--- config.mk ---
export PLATFORM = sky130hd
export DESIGN_NAME = asc_port_config
export DESIGN_NICKNAME = d
export VERILOG_FILES = /design/src/asc_pkg.sv /design/src/asc_port_config.sv
export SDC_FILE = /design/constraint.sdc
export NUM_CORES = 1
export LEC_CHECK = 0
export ABC_AREA = 1
export BUFFER_PORTS_ARGS = -buffer_cell sky130_fd_sc_hd__buf_4
export CAP_MARGIN = 20
export CORE_MARGIN = 1
export CORE_UTILIZATION = 55
export CTS_BUF_LIST = sky130_fd_sc_hd__clkbuf_4
export CTS_CLUSTER_DIAMETER = 200
export DETAILED_ROUTE_END_ITERATION = 8
export MAX_ROUTING_LAYER = met4
export PLACE_DENSITY = 0.74
export SLEW_MARGIN = 15
export SYNTH_ARGS = -nofsm -noshare
export SYNTH_HDL_FRONTEND = slang
export SYNTH_SLANG_ARGS = --single-unit
--- constraint.sdc ---
create_clock -name CLK -period 4.8 [get_ports CLK]
set_input_delay 0.24 -clock CLK [delete_from_list [all_inputs] [get_ports CLK]]
set_output_delay 0.24 -clock CLK [all_outputs]
set_load 0.01 [all_outputs]
--- src/asc_pkg.sv ---
// Shared constants of the audio serial port clock configuration block.
// Assumes a single 100 MHz clock domain and byte-wide register access.
package asc_pkg;

    // =========================================================================
    // Register offsets
    // =========================================================================
    localparam logic [7:0] CHAN8_SLOT_CONFIG_ADDR         = 8'h12;
    localparam logic [7:0] PORT_ROLE_CLOCK_CONFIG_ADDR    = 8'h13;
    localparam logic [7:0] PORT_RATE_RATIO_CONFIG_ADDR    = 8'h14;
    localparam logic [7:0] PORT_CLOCK_MONITOR_STATUS_ADDR = 8'h15;
    localparam logic [7:0] CLOCK_ROOT_CONFIG_ADDR         = 8'h16;

    // =========================================================================
    // Reset values
    // =========================================================================
    localparam logic [7:0] CHAN8_SLOT_CONFIG_RST         = 8'h07;
    localparam logic [7:0] PORT_ROLE_CLOCK_CONFIG_RST    = 8'h02;
    localparam logic [7:0] PORT_RATE_RATIO_CONFIG_RST    = 8'h48;
    localparam logic [7:0] PORT_CLOCK_MONITOR_STATUS_RST = 8'hff;
    localparam logic [7:0] CLOCK_ROOT_CONFIG_RST         = 8'h00;

    // =========================================================================
    // Field positions and writable masks
    // =========================================================================
    localparam int         LINE_SELECT_BIT   = 6;
    localparam int         ROLE_SELECT_BIT   = 7;
    localparam int         AUTO_OFF_BIT      = 6;
    localparam int         AUTO_PLL_OFF_BIT  = 5;
    localparam int         CLOCK_GATE_BIT    = 4;
    localparam int         RATE_FAMILY_BIT   = 3;
    localparam int         ROOT_SOURCE_BIT   = 7;
    localparam int         SELECT_METHOD_BIT = 6;
    localparam logic [7:0] CHAN8_WR_MASK     = 8'h7f;
    localparam logic [7:0] ROOT_WR_MASK      = 8'hc0;

    // =========================================================================
    // Codes and timing
    // =========================================================================
    localparam logic [3:0]  INVALID_CODE     = 4'hf;
    localparam int          RATE_CODES       = 9;
    localparam int          RATIO_CODES      = 13;
    localparam logic [3:0]  FALLBACK_RATIO   = 4'h8;
    // Half period of the generated bit clock in CLK cycles.
    localparam logic [7:0]  BCLK_HALF_CYCLES = 8'h02;
    localparam logic [15:0] FRAME_TIMEOUT    = 16'hffff;

    // Frame period windows in CLK cycles, covering both rate families.
    localparam logic [15:0] RATE_LO [0:8] = '{16'h2e63, 16'h1731, 16'h0f76, 16'h0b98, 16'h07bb,
                                              16'h03dd, 16'h01ef, 16'h00f7, 16'h007b};
    localparam logic [15:0] RATE_HI [0:8] = '{16'h37ce, 16'h1be7, 16'h129a, 16'h0df3, 16'h094d,
                                              16'h04a6, 16'h0253, 16'h012a, 16'h0095};
    // Bit clocks per frame for each ratio code.
    localparam logic [11:0] RATIO_VAL [0:12] = '{12'h010, 12'h018, 12'h020, 12'h030, 12'h040,
                                                 12'h060, 12'h080, 12'h0c0, 12'h100, 12'h180,
                                                 12'h200, 12'h400, 12'h800};

endpackage : asc_pkg

--- src/asc_port_config.sv ---
// Register file, serial clock generator and clock monitor of the audio port.
// Assumes registers are written and read over a byte-wide strobe port and
// that the bit clock and frame sync pins arrive asynchronously to CLK.
//
// Function
// RULE1 - Line-select bit moves channel 8 between primary and secondary output.
// RULE2 - Six-bit slot field; in I2S/LJ codes 32-63 pick right slots.
// RULE3 - Channel 8 slot field resets to seven.
// RULE4 - Role bit clear: clocks are inputs; set: device drives both clocks.
// RULE5 - Auto-configuration-off bit disables automatic divider and PLL derivation.
// RULE6 - In auto mode the PLL runs unless the auto-PLL-off bit is set.
// RULE7 - Gate bit forces generated bit clock and frame sync low in controller role.
// RULE8 - Rate-family bit picks 48 kHz or 44.1 kHz family in controller role.
// RULE9 - Three-bit reference frequency code, reset two, used with frequency selection.
// RULE10 - Four-bit frame rate code, reset four, ignored in target auto mode.
// RULE11 - Four-bit ratio code, reset eight, ignored in target auto mode.
// RULE12 - Read-only clock monitor status at 0x15 resets to all ones.
// RULE13 - Upper status nibble reports detected rate, fifteen when invalid.
// RULE14 - Lower status nibble reports detected ratio, fifteen when invalid.
// RULE15 - Selection-method bit picks frequency code or frame-sync multiple reference.
// RULE16 - Target auto mode without PLL takes root from bit or reference clock.
// RULE17 - Reserved bits read zero and writes to them do nothing.
// RULE18 - In target role clock pins are inputs regardless of gate settings.
`timescale 1ns/1ps

module asc_port_config (
    // Clock, reset and enable
    input  wire logic       CLK,
    input  wire logic       RESET,
    input  wire logic       CE,
    // Register port
    input  wire logic [7:0] REG_ADDR,
    input  wire logic       REG_WE,
    input  wire logic [7:0] REG_WDATA,
    output logic      [7:0] REG_RDATA,
    // Serial clock pins
    input  wire logic       BCLK_I,
    output logic            BCLK_O,
    output logic            BCLK_OE,
    input  wire logic       FRAME_SYNC_I,
    output logic            FRAME_SYNC_O,
    output logic            FRAME_SYNC_OE,
    // Channel 8 placement
    output logic            CHAN8_LINE_SELECT,
    output logic      [5:0] CHAN8_SLOT_INDEX,
    output logic            CHAN8_RIGHT_HALF,
    // Clock tree controls
    output logic            AUTO_CLOCK_ACTIVE,
    output logic            PLL_ENABLE,
    output logic            RATE_FAMILY_SELECT,
    output logic            REF_BY_FREQ_CODE,
    output logic      [2:0] REF_CLOCK_FREQ_CODE,
    output logic            RATE_RATIO_USED,
    output logic      [3:0] FRAME_RATE_CODE,
    output logic      [3:0] BITCLK_FRAME_RATIO_CODE,
    output logic            ROOT_FROM_REF
);

    // =========================================================================
    // Lookup functions
    // =========================================================================
    // Maps a measured frame period to a rate code.
    function automatic logic [3:0] rate_lookup(input logic [15:0] period);
        logic [3:0] code;
        code = asc_pkg::INVALID_CODE;
        for (int i = 0; i < asc_pkg::RATE_CODES; i++) begin
            if (period >= asc_pkg::RATE_LO[i] && period <= asc_pkg::RATE_HI[i]) begin
                code = 4'(i);
            end
        end
        return code;
    endfunction : rate_lookup

    // Maps a bit clock count per frame to a ratio code.
    function automatic logic [3:0] ratio_lookup(input logic [11:0] count);
        logic [3:0] code;
        code = asc_pkg::INVALID_CODE;
        for (int i = 0; i < asc_pkg::RATIO_CODES; i++) begin
            if (count == asc_pkg::RATIO_VAL[i]) begin
                code = 4'(i);
            end
        end
        return code;
    endfunction : ratio_lookup

    // =========================================================================
    // Registers
    // =========================================================================
    logic [7:0]  chan8_reg;
    logic [7:0]  role_reg;
    logic [7:0]  rate_ratio_reg;
    logic [7:0]  status_reg;
    logic [7:0]  root_reg;

    // Address decode and field views.
    wire         wr_chan8      = CE && REG_WE && REG_ADDR == asc_pkg::CHAN8_SLOT_CONFIG_ADDR;
    wire         wr_role       = CE && REG_WE && REG_ADDR == asc_pkg::PORT_ROLE_CLOCK_CONFIG_ADDR;
    wire         wr_rate       = CE && REG_WE && REG_ADDR == asc_pkg::PORT_RATE_RATIO_CONFIG_ADDR;
    wire         wr_root       = CE && REG_WE && REG_ADDR == asc_pkg::CLOCK_ROOT_CONFIG_ADDR;
    wire         role_ctrl     = role_reg[asc_pkg::ROLE_SELECT_BIT];
    wire         auto_on       = !role_reg[asc_pkg::AUTO_OFF_BIT];
    wire         auto_pll_off  = role_reg[asc_pkg::AUTO_PLL_OFF_BIT];
    wire         clock_gate    = role_reg[asc_pkg::CLOCK_GATE_BIT];
    wire [3:0]   ratio_field   = rate_ratio_reg[3:0];

    // Register writes; reserved bits are masked so they never store.
    always_ff @(posedge CLK) begin
        if (RESET) begin
            // RULE3 slot resets seven
            chan8_reg      <= asc_pkg::CHAN8_SLOT_CONFIG_RST;
            role_reg       <= asc_pkg::PORT_ROLE_CLOCK_CONFIG_RST;
            rate_ratio_reg <= asc_pkg::PORT_RATE_RATIO_CONFIG_RST;
            root_reg       <= asc_pkg::CLOCK_ROOT_CONFIG_RST;
        end else begin
            // RULE17 reserved bits masked
            if (wr_chan8) chan8_reg <= REG_WDATA & asc_pkg::CHAN8_WR_MASK;
            if (wr_role)  role_reg <= REG_WDATA;
            if (wr_rate)  rate_ratio_reg <= REG_WDATA;
            if (wr_root)  root_reg <= REG_WDATA & asc_pkg::ROOT_WR_MASK;
        end
    end

    // Read multiplexer; unmapped offsets read zero.
    logic [7:0] rdata_next;
    always_comb begin
        case (REG_ADDR)
            asc_pkg::CHAN8_SLOT_CONFIG_ADDR:         rdata_next = chan8_reg;
            asc_pkg::PORT_ROLE_CLOCK_CONFIG_ADDR:    rdata_next = role_reg;
            asc_pkg::PORT_RATE_RATIO_CONFIG_ADDR:    rdata_next = rate_ratio_reg;
            // RULE12 status read only
            asc_pkg::PORT_CLOCK_MONITOR_STATUS_ADDR: rdata_next = status_reg;
            asc_pkg::CLOCK_ROOT_CONFIG_ADDR:         rdata_next = root_reg;
            default:                                 rdata_next = 8'h00;
        endcase
    end

    // =========================================================================
    // Decoded control outputs
    // =========================================================================
    always_ff @(posedge CLK) begin
        if (RESET) begin
            REG_RDATA               <= 8'h00;
            CHAN8_LINE_SELECT       <= 1'b0;
            CHAN8_SLOT_INDEX        <= asc_pkg::CHAN8_SLOT_CONFIG_RST[5:0];
            CHAN8_RIGHT_HALF        <= 1'b0;
            AUTO_CLOCK_ACTIVE       <= 1'b1;
            PLL_ENABLE              <= 1'b1;
            RATE_FAMILY_SELECT      <= 1'b0;
            REF_BY_FREQ_CODE        <= 1'b0;
            REF_CLOCK_FREQ_CODE     <= asc_pkg::PORT_ROLE_CLOCK_CONFIG_RST[2:0];
            RATE_RATIO_USED         <= 1'b0;
            FRAME_RATE_CODE         <= asc_pkg::PORT_RATE_RATIO_CONFIG_RST[7:4];
            BITCLK_FRAME_RATIO_CODE <= asc_pkg::PORT_RATE_RATIO_CONFIG_RST[3:0];
            ROOT_FROM_REF           <= 1'b0;
        end else if (CE) begin
            REG_RDATA               <= rdata_next;
            // RULE1 channel 8 line
            CHAN8_LINE_SELECT       <= chan8_reg[asc_pkg::LINE_SELECT_BIT];
            // RULE2 slot and half
            CHAN8_SLOT_INDEX        <= chan8_reg[5:0];
            CHAN8_RIGHT_HALF        <= chan8_reg[5];
            // RULE5 automatic derivation
            AUTO_CLOCK_ACTIVE       <= auto_on;
            // RULE6 auto PLL control
            PLL_ENABLE              <= auto_on && !auto_pll_off;
            // RULE8 rate family
            RATE_FAMILY_SELECT      <= role_ctrl && role_reg[asc_pkg::RATE_FAMILY_BIT];
            // RULE9 RULE15 reference selection
            REF_BY_FREQ_CODE        <= role_ctrl && !root_reg[asc_pkg::SELECT_METHOD_BIT];
            REF_CLOCK_FREQ_CODE     <= role_reg[2:0];
            // RULE10 RULE11 ignored in target auto
            RATE_RATIO_USED         <= role_ctrl || !auto_on;
            FRAME_RATE_CODE         <= rate_ratio_reg[7:4];
            BITCLK_FRAME_RATIO_CODE <= ratio_field;
            // RULE16 root source
            ROOT_FROM_REF           <= !role_ctrl && auto_on && auto_pll_off
                                       && root_reg[asc_pkg::ROOT_SOURCE_BIT];
        end
    end

    // =========================================================================
    // Serial clock generator
    // =========================================================================
    logic [7:0]  half_cnt_reg;
    logic [11:0] bit_cnt_reg;
    logic        bclk_gen_reg;
    wire  [3:0]  gen_ratio   = ratio_lookup(asc_pkg::RATIO_VAL[0]) == 4'h0 && ratio_field
                               < 4'(asc_pkg::RATIO_CODES) ? ratio_field : asc_pkg::FALLBACK_RATIO;
    wire  [11:0] frame_len   = asc_pkg::RATIO_VAL[gen_ratio];
    wire         half_done   = half_cnt_reg == asc_pkg::BCLK_HALF_CYCLES - 8'h01;
    wire         fall_edge   = half_done && bclk_gen_reg;
    wire         drive_pins  = role_ctrl;
    wire         gate_now    = clock_gate;

    // Divider and frame counter run only in controller role.
    always_ff @(posedge CLK) begin
        if (RESET || !role_ctrl) begin
            half_cnt_reg <= 8'h00;
            bit_cnt_reg  <= 12'h000;
            bclk_gen_reg <= 1'b0;
        end else if (CE) begin
            half_cnt_reg <= half_done ? 8'h00 : half_cnt_reg + 8'h01;
            if (half_done) bclk_gen_reg <= !bclk_gen_reg;
            if (fall_edge) bit_cnt_reg <= bit_cnt_reg >= frame_len - 12'h001 ? 12'h000 : bit_cnt_reg + 12'h001;
        end
    end

    // Pin drivers.
    always_ff @(posedge CLK) begin
        if (RESET) begin
            BCLK_O        <= 1'b0;
            BCLK_OE       <= 1'b0;
            FRAME_SYNC_O  <= 1'b0;
            FRAME_SYNC_OE <= 1'b0;
        end else if (CE) begin
            // RULE4 RULE18 pin direction
            BCLK_OE       <= drive_pins;
            FRAME_SYNC_OE <= drive_pins;
            // RULE7 forced gating
            BCLK_O        <= drive_pins && !gate_now && bclk_gen_reg;
            FRAME_SYNC_O  <= drive_pins && !gate_now && bit_cnt_reg == 12'h000;
        end
    end

    // =========================================================================
    // Clock monitor
    // =========================================================================
    logic        bclk_s1, bclk_s2, bclk_s3;
    logic        fs_s1, fs_s2, fs_s3;
    logic [15:0] period_cnt_reg;
    logic [11:0] bclk_cnt_reg;
    wire         fs_rise   = fs_s2 && !fs_s3;
    wire         bclk_rise = bclk_s2 && !bclk_s3;
    wire         timed_out = period_cnt_reg == asc_pkg::FRAME_TIMEOUT;

    // Pin synchronisers.
    always_ff @(posedge CLK) begin
        if (RESET) begin
            {bclk_s1, bclk_s2, bclk_s3} <= 3'h0;
            {fs_s1, fs_s2, fs_s3}       <= 3'h0;
        end else if (CE) begin
            {bclk_s1, bclk_s2, bclk_s3} <= {BCLK_I, bclk_s1, bclk_s2};
            {fs_s1, fs_s2, fs_s3}       <= {FRAME_SYNC_I, fs_s1, fs_s2};
        end
    end

    // Frame measurement; a stopped bus reports all invalid.
    always_ff @(posedge CLK) begin
        if (RESET) begin
            period_cnt_reg <= 16'h0000;
            bclk_cnt_reg   <= 12'h000;
            status_reg     <= asc_pkg::PORT_CLOCK_MONITOR_STATUS_RST;
        end else if (CE) begin
            if (fs_rise) begin
                period_cnt_reg <= 16'h0001;
                bclk_cnt_reg   <= {11'h000, bclk_rise};
                // RULE13 RULE14 detected codes
                status_reg     <= {rate_lookup(period_cnt_reg), ratio_lookup(bclk_cnt_reg)};
            end else if (timed_out) begin
                status_reg     <= asc_pkg::PORT_CLOCK_MONITOR_STATUS_RST;
            end else begin
                period_cnt_reg <= period_cnt_reg + 16'h0001;
                if (bclk_rise && bclk_cnt_reg != 12'hfff) bclk_cnt_reg <= bclk_cnt_reg + 12'h001;
            end
        end
    end
endmodule : asc_port_config

==> metrics.md <==
| Metric | Value |
|---|---|
| Synth Area per Inst | 6.649 sq um |
| CTS resizes | 0 |
| DR vias/cell | 5.462 |
| Worst Hold End | bclk_cnt_reg[9] |
| Asr flop ratio synth | 0% |
| Reg2Reg Depth | 18 |
| Final wirelength | 18890 um |
| CP cell instances | clkinv_1 -> nor2_1 -> nor2_1 -> nand2_1 -> nand3_1 -> ha_1 -> nand3_1 -> nor2_1 -> nand2_1 -> xor2_1 -> ha_1 -> nand2_1 -> nor2_1 -> nand3_1 -> nand3_1 -> inv_1 -> o21ai_1 -> nor2_1 |
| Maximum vdd drop | 298.7 uV |
| Core ar. | 0.01267 sq mm |
| GPL Wtd Cong | 1.036 |
| Crit Path Max Fanout | 10 |
| Setup TNS | 0 ns |
| Port Buf Inserts | 58 |
| Grt ovf | 0 |
| Total power | 1.913 mW |
| Min Tclk post-route | 3.116 ns |
| Least-Margin Pin Slew | 0.6126 ns |
| Most common cell after layout, fill and taps aside | nand2_1 |
| CTS root buffer | clkbuf_4 |
| Top_reg_cell synth | dfxtp_1 |
| H-tree depth | 4 |
| CP Class | register to register |
| EDFF count, synth | 0 |
| Via count | 7183 |
| Clock transition at path regs | 0.13 ns |
| Largest net degree at the start of global routing | 56 |
| Startpoint types | register |
| Final Skew | 0.02522 ns |
| Synthesized Nets | 1120 |
| Row cnt | 41 |
| Die area | 0.01350 sq mm |
| Sequential power share | 54.8% |
| CP peak stage delay | 0.47 ns |
| Io pins | 59 |
| Post-Synthesis Cells | 1079 |
| Antenna Nets Post-Route | 0 |
| Setup violations, final | 0 |
| Num CTS Buffers | 17 |
| Hold Path Origin | RESET |
| Clock Latency Late Sink | 0.57 ns |
| Layout cells sized above 1 | 12.52% |
| WP buf/inv | 2 |
| Max reg flops | 16 |
| Initial Util | 56.62% |
| FMAX | 0.3209 GHz |
| # DRC | 0 |
| Synth warn | 0 |
| RR Endpoint | bit_cnt_reg[5] |
| DR iter-0 viols | 605 |
| Worst path slowest cell | o21ai_1 |
| Family with the most delay on the worst path | simple AND/OR/NAND/NOR gates |
| Post-Syn Area | 0.007174 sq mm |
| First-pass GRT wire length | 31060 um |
| Final Hold Vio Count | 0 |
| Sw Ratio | 30.89% |
| Max Slew Vio Count | 0 |
| CP dominant cell by count | nor2_1 |
| WL/cell | 14.37 um |
| Leak Pwr | 3.415 nW |
| Die Ht | 116.2 um |
| Required @ worst endpoint | 5.23 ns |
| Combinational power share | 7.5% |
| First drt pass iteration count | 6 |
| Internal Power | 1.322 mW |
| Area Overhead vs Synth | 11.46% |
| Worst slew margin | 59.10% |
| Crit. End Element | register |
| CTS sink cnt | 123 |
| Die Wd | 116.2 um |
| Flop-to-flop setup slack | 1.68 ns |
| Number of global-route vias before repair | 6537 |
| Yosys reg bits | 123 |
| Tcrit/Tclk final | 64.91% |
| Clock tree buffer depth | 2 |
| Gr usage total | 30.13% |
| Unrepaired setup endpoints after global routing | no |
| Critical Path AT | 3.55 ns |
| Dpl hpwl | 13730 um |
| Sequential area share after synthesis | 34.32% |
| Psw | 0.5908 mW |
| Synth unique cells | 47 |
| Worst hold path class | primary input to register |
| Final Net Count | 1170 |
| CTS tree | done |
| Commonest non-fill, non-tap cells in the layout | 249 x nand2_1, 136 x nor2_1, 123 x dfxtp_1 |
| Hold Path Depth | 2 |
| Status | complete, no violations |
| Clock network fraction of design power | 37.7% |
| Pwr dens | 239.2 mW/mm^2 |
| Initial antenna violation count | 1 |
| Max-cap violation count | 0 |
| Reg2Reg Launch Point | rate_ratio_reg[3] |
## stage by stage
| stage | instance area (sq um) | setup WS (ns) | utilization [%] | cells | hold slack, ns |
|---|---|---|---|---|---|
| finish | 7996 | 1.684 | 63.11 | 1315 | 0.1348 |
| global route | 7996 | 1.374 | 63.11 | 1315 | 0.1214 |
| CTS | 7994 | 1.723 | 63.09 | 1314 | 0.1083 |
| detailed placement | 7614 | 1.716 | 60.09 | 1272 | 0.4496 |
| global placement | 7614 | 1.774 | 60.09 | 1272 | 0.4438 |
| floorplan | 7174 | 2.123 | - | 1079 | 0.3663 |
## cell type report
cell class,instances,area [sq um]
diodes,1,2.502
clock buffers,17,127.6
clock inverters,15,152.6
fillers,1212,4674
inverters,126,473.0
multi-input cells,792,4020
flip-flops and latches,123,2462
well taps,172,215.2
repair buffers,69,543.0
## repair_timing
action,in CTS,in global routing
buffers inserted,0,0
hold buffers,10,0
hold endpoints to repair,25,0
## Yosys cell counts (2+ instances only)
| cell type | number | share of area (%) |
|---|---|---|
| a211oi_1 | 7 | 0.73 |
| a21oi_1 | 85 | 5.9 |
| a21oi_2 | 6 | 0.73 |
| a31oi_1 | 3 | 0.26 |
| buf_1 | 4 | 0.21 |
| buf_2 | 6 | 0.42 |
| buf_4 | 8 | 0.84 |
| buf_6 | 3 | 0.47 |
| clkbuf_1 | 16 | 0.84 |
| dfxtp_1 | 123 | 34 |
| ha_1 | 19 | 3.3 |
| inv_1 | 122 | 6.4 |
| inv_2 | 3 | 0.16 |
| nand2_1 | 249 | 13 |
| nand2_2 | 12 | 1.0 |
| nand2_4 | 3 | 0.47 |
| nand3_1 | 66 | 4.6 |
| nand3_2 | 2 | 0.28 |
| nand4_1 | 30 | 2.6 |
| nor2_1 | 136 | 7.1 |
| nor2_2 | 9 | 0.78 |
| nor2_4 | 5 | 0.78 |
| nor3_1 | 31 | 2.2 |
| nor3b_1 | 5 | 0.52 |
| nor4_1 | 4 | 0.35 |
| o2111ai_1 | 7 | 0.85 |
| o211ai_1 | 6 | 0.63 |
| o21ai_0 | 65 | 4.5 |
| o21ai_2 | 2 | 0.24 |
| o21ai_4 | 2 | 0.45 |
| o22ai_1 | 3 | 0.26 |
| or2_2 | 3 | 0.26 |
| xnor2_1 | 4 | 0.49 |
| xor2_1 | 17 | 2.1 |
## cells by family (layout without fill, tap and decap cells)
| family | after synthesis | in the layout | share of synthesized area, % |
|---|---|---|---|
| adders and majority gates | 19 | 19 | 3.314 |
| xor gates and xnor gates | 21 | 21 | 2.564 |
| and+or+nand+nor | 560 | 560 | 34.79 |
| other | 0 | 1 | 0 |
| AOI/OAI and AO/OA | 192 | 192 | 15.36 |
| buffers and inverters | 164 | 227 | 9.644 |
| DFF | 123 | 123 | 34.32 |
## how the worst max path moves through the flow
stage / end / cells past startpoint / start / slack [ns]
after CTS: bit_cnt_reg[5] / 17 / rate_ratio_reg[3] / 1.72
after detailed placement: bit_cnt_reg[5] / 17 / rate_ratio_reg[3] / 1.72
after global placement: bit_cnt_reg[2] / 17 / rate_ratio_reg[3] / 1.77
after floorplan: bit_cnt_reg[2] / 17 / rate_ratio_reg[3] / 2.12
after global routing: bit_cnt_reg[7] / 18 / rate_ratio_reg[1] / 1.37
final: bit_cnt_reg[5] / 18 / rate_ratio_reg[3] / 1.68
## routing by layer
metal / share of wire, % / GRT usage [%] / wire [um]
met4: 1.8 / 9.658 / 347
met1: 46 / 40.34 / 8777
met2: 45 / 45.32 / 8467
met3: 6.9 / 6.279 / 1301
met5: 0 / - / 0
## power by group through the flow
stage               registers [mW]  logic, mW  clock network (mW)
floorplan                     1.07     0.0829                   0
global placement              1.07      0.134                   0
detailed placement            1.07      0.135                   0
CTS                           1.05      0.143               0.732
global route                  1.05      0.159               0.781
finish                        1.05      0.143               0.720
(Power assumes the default switching activity.)
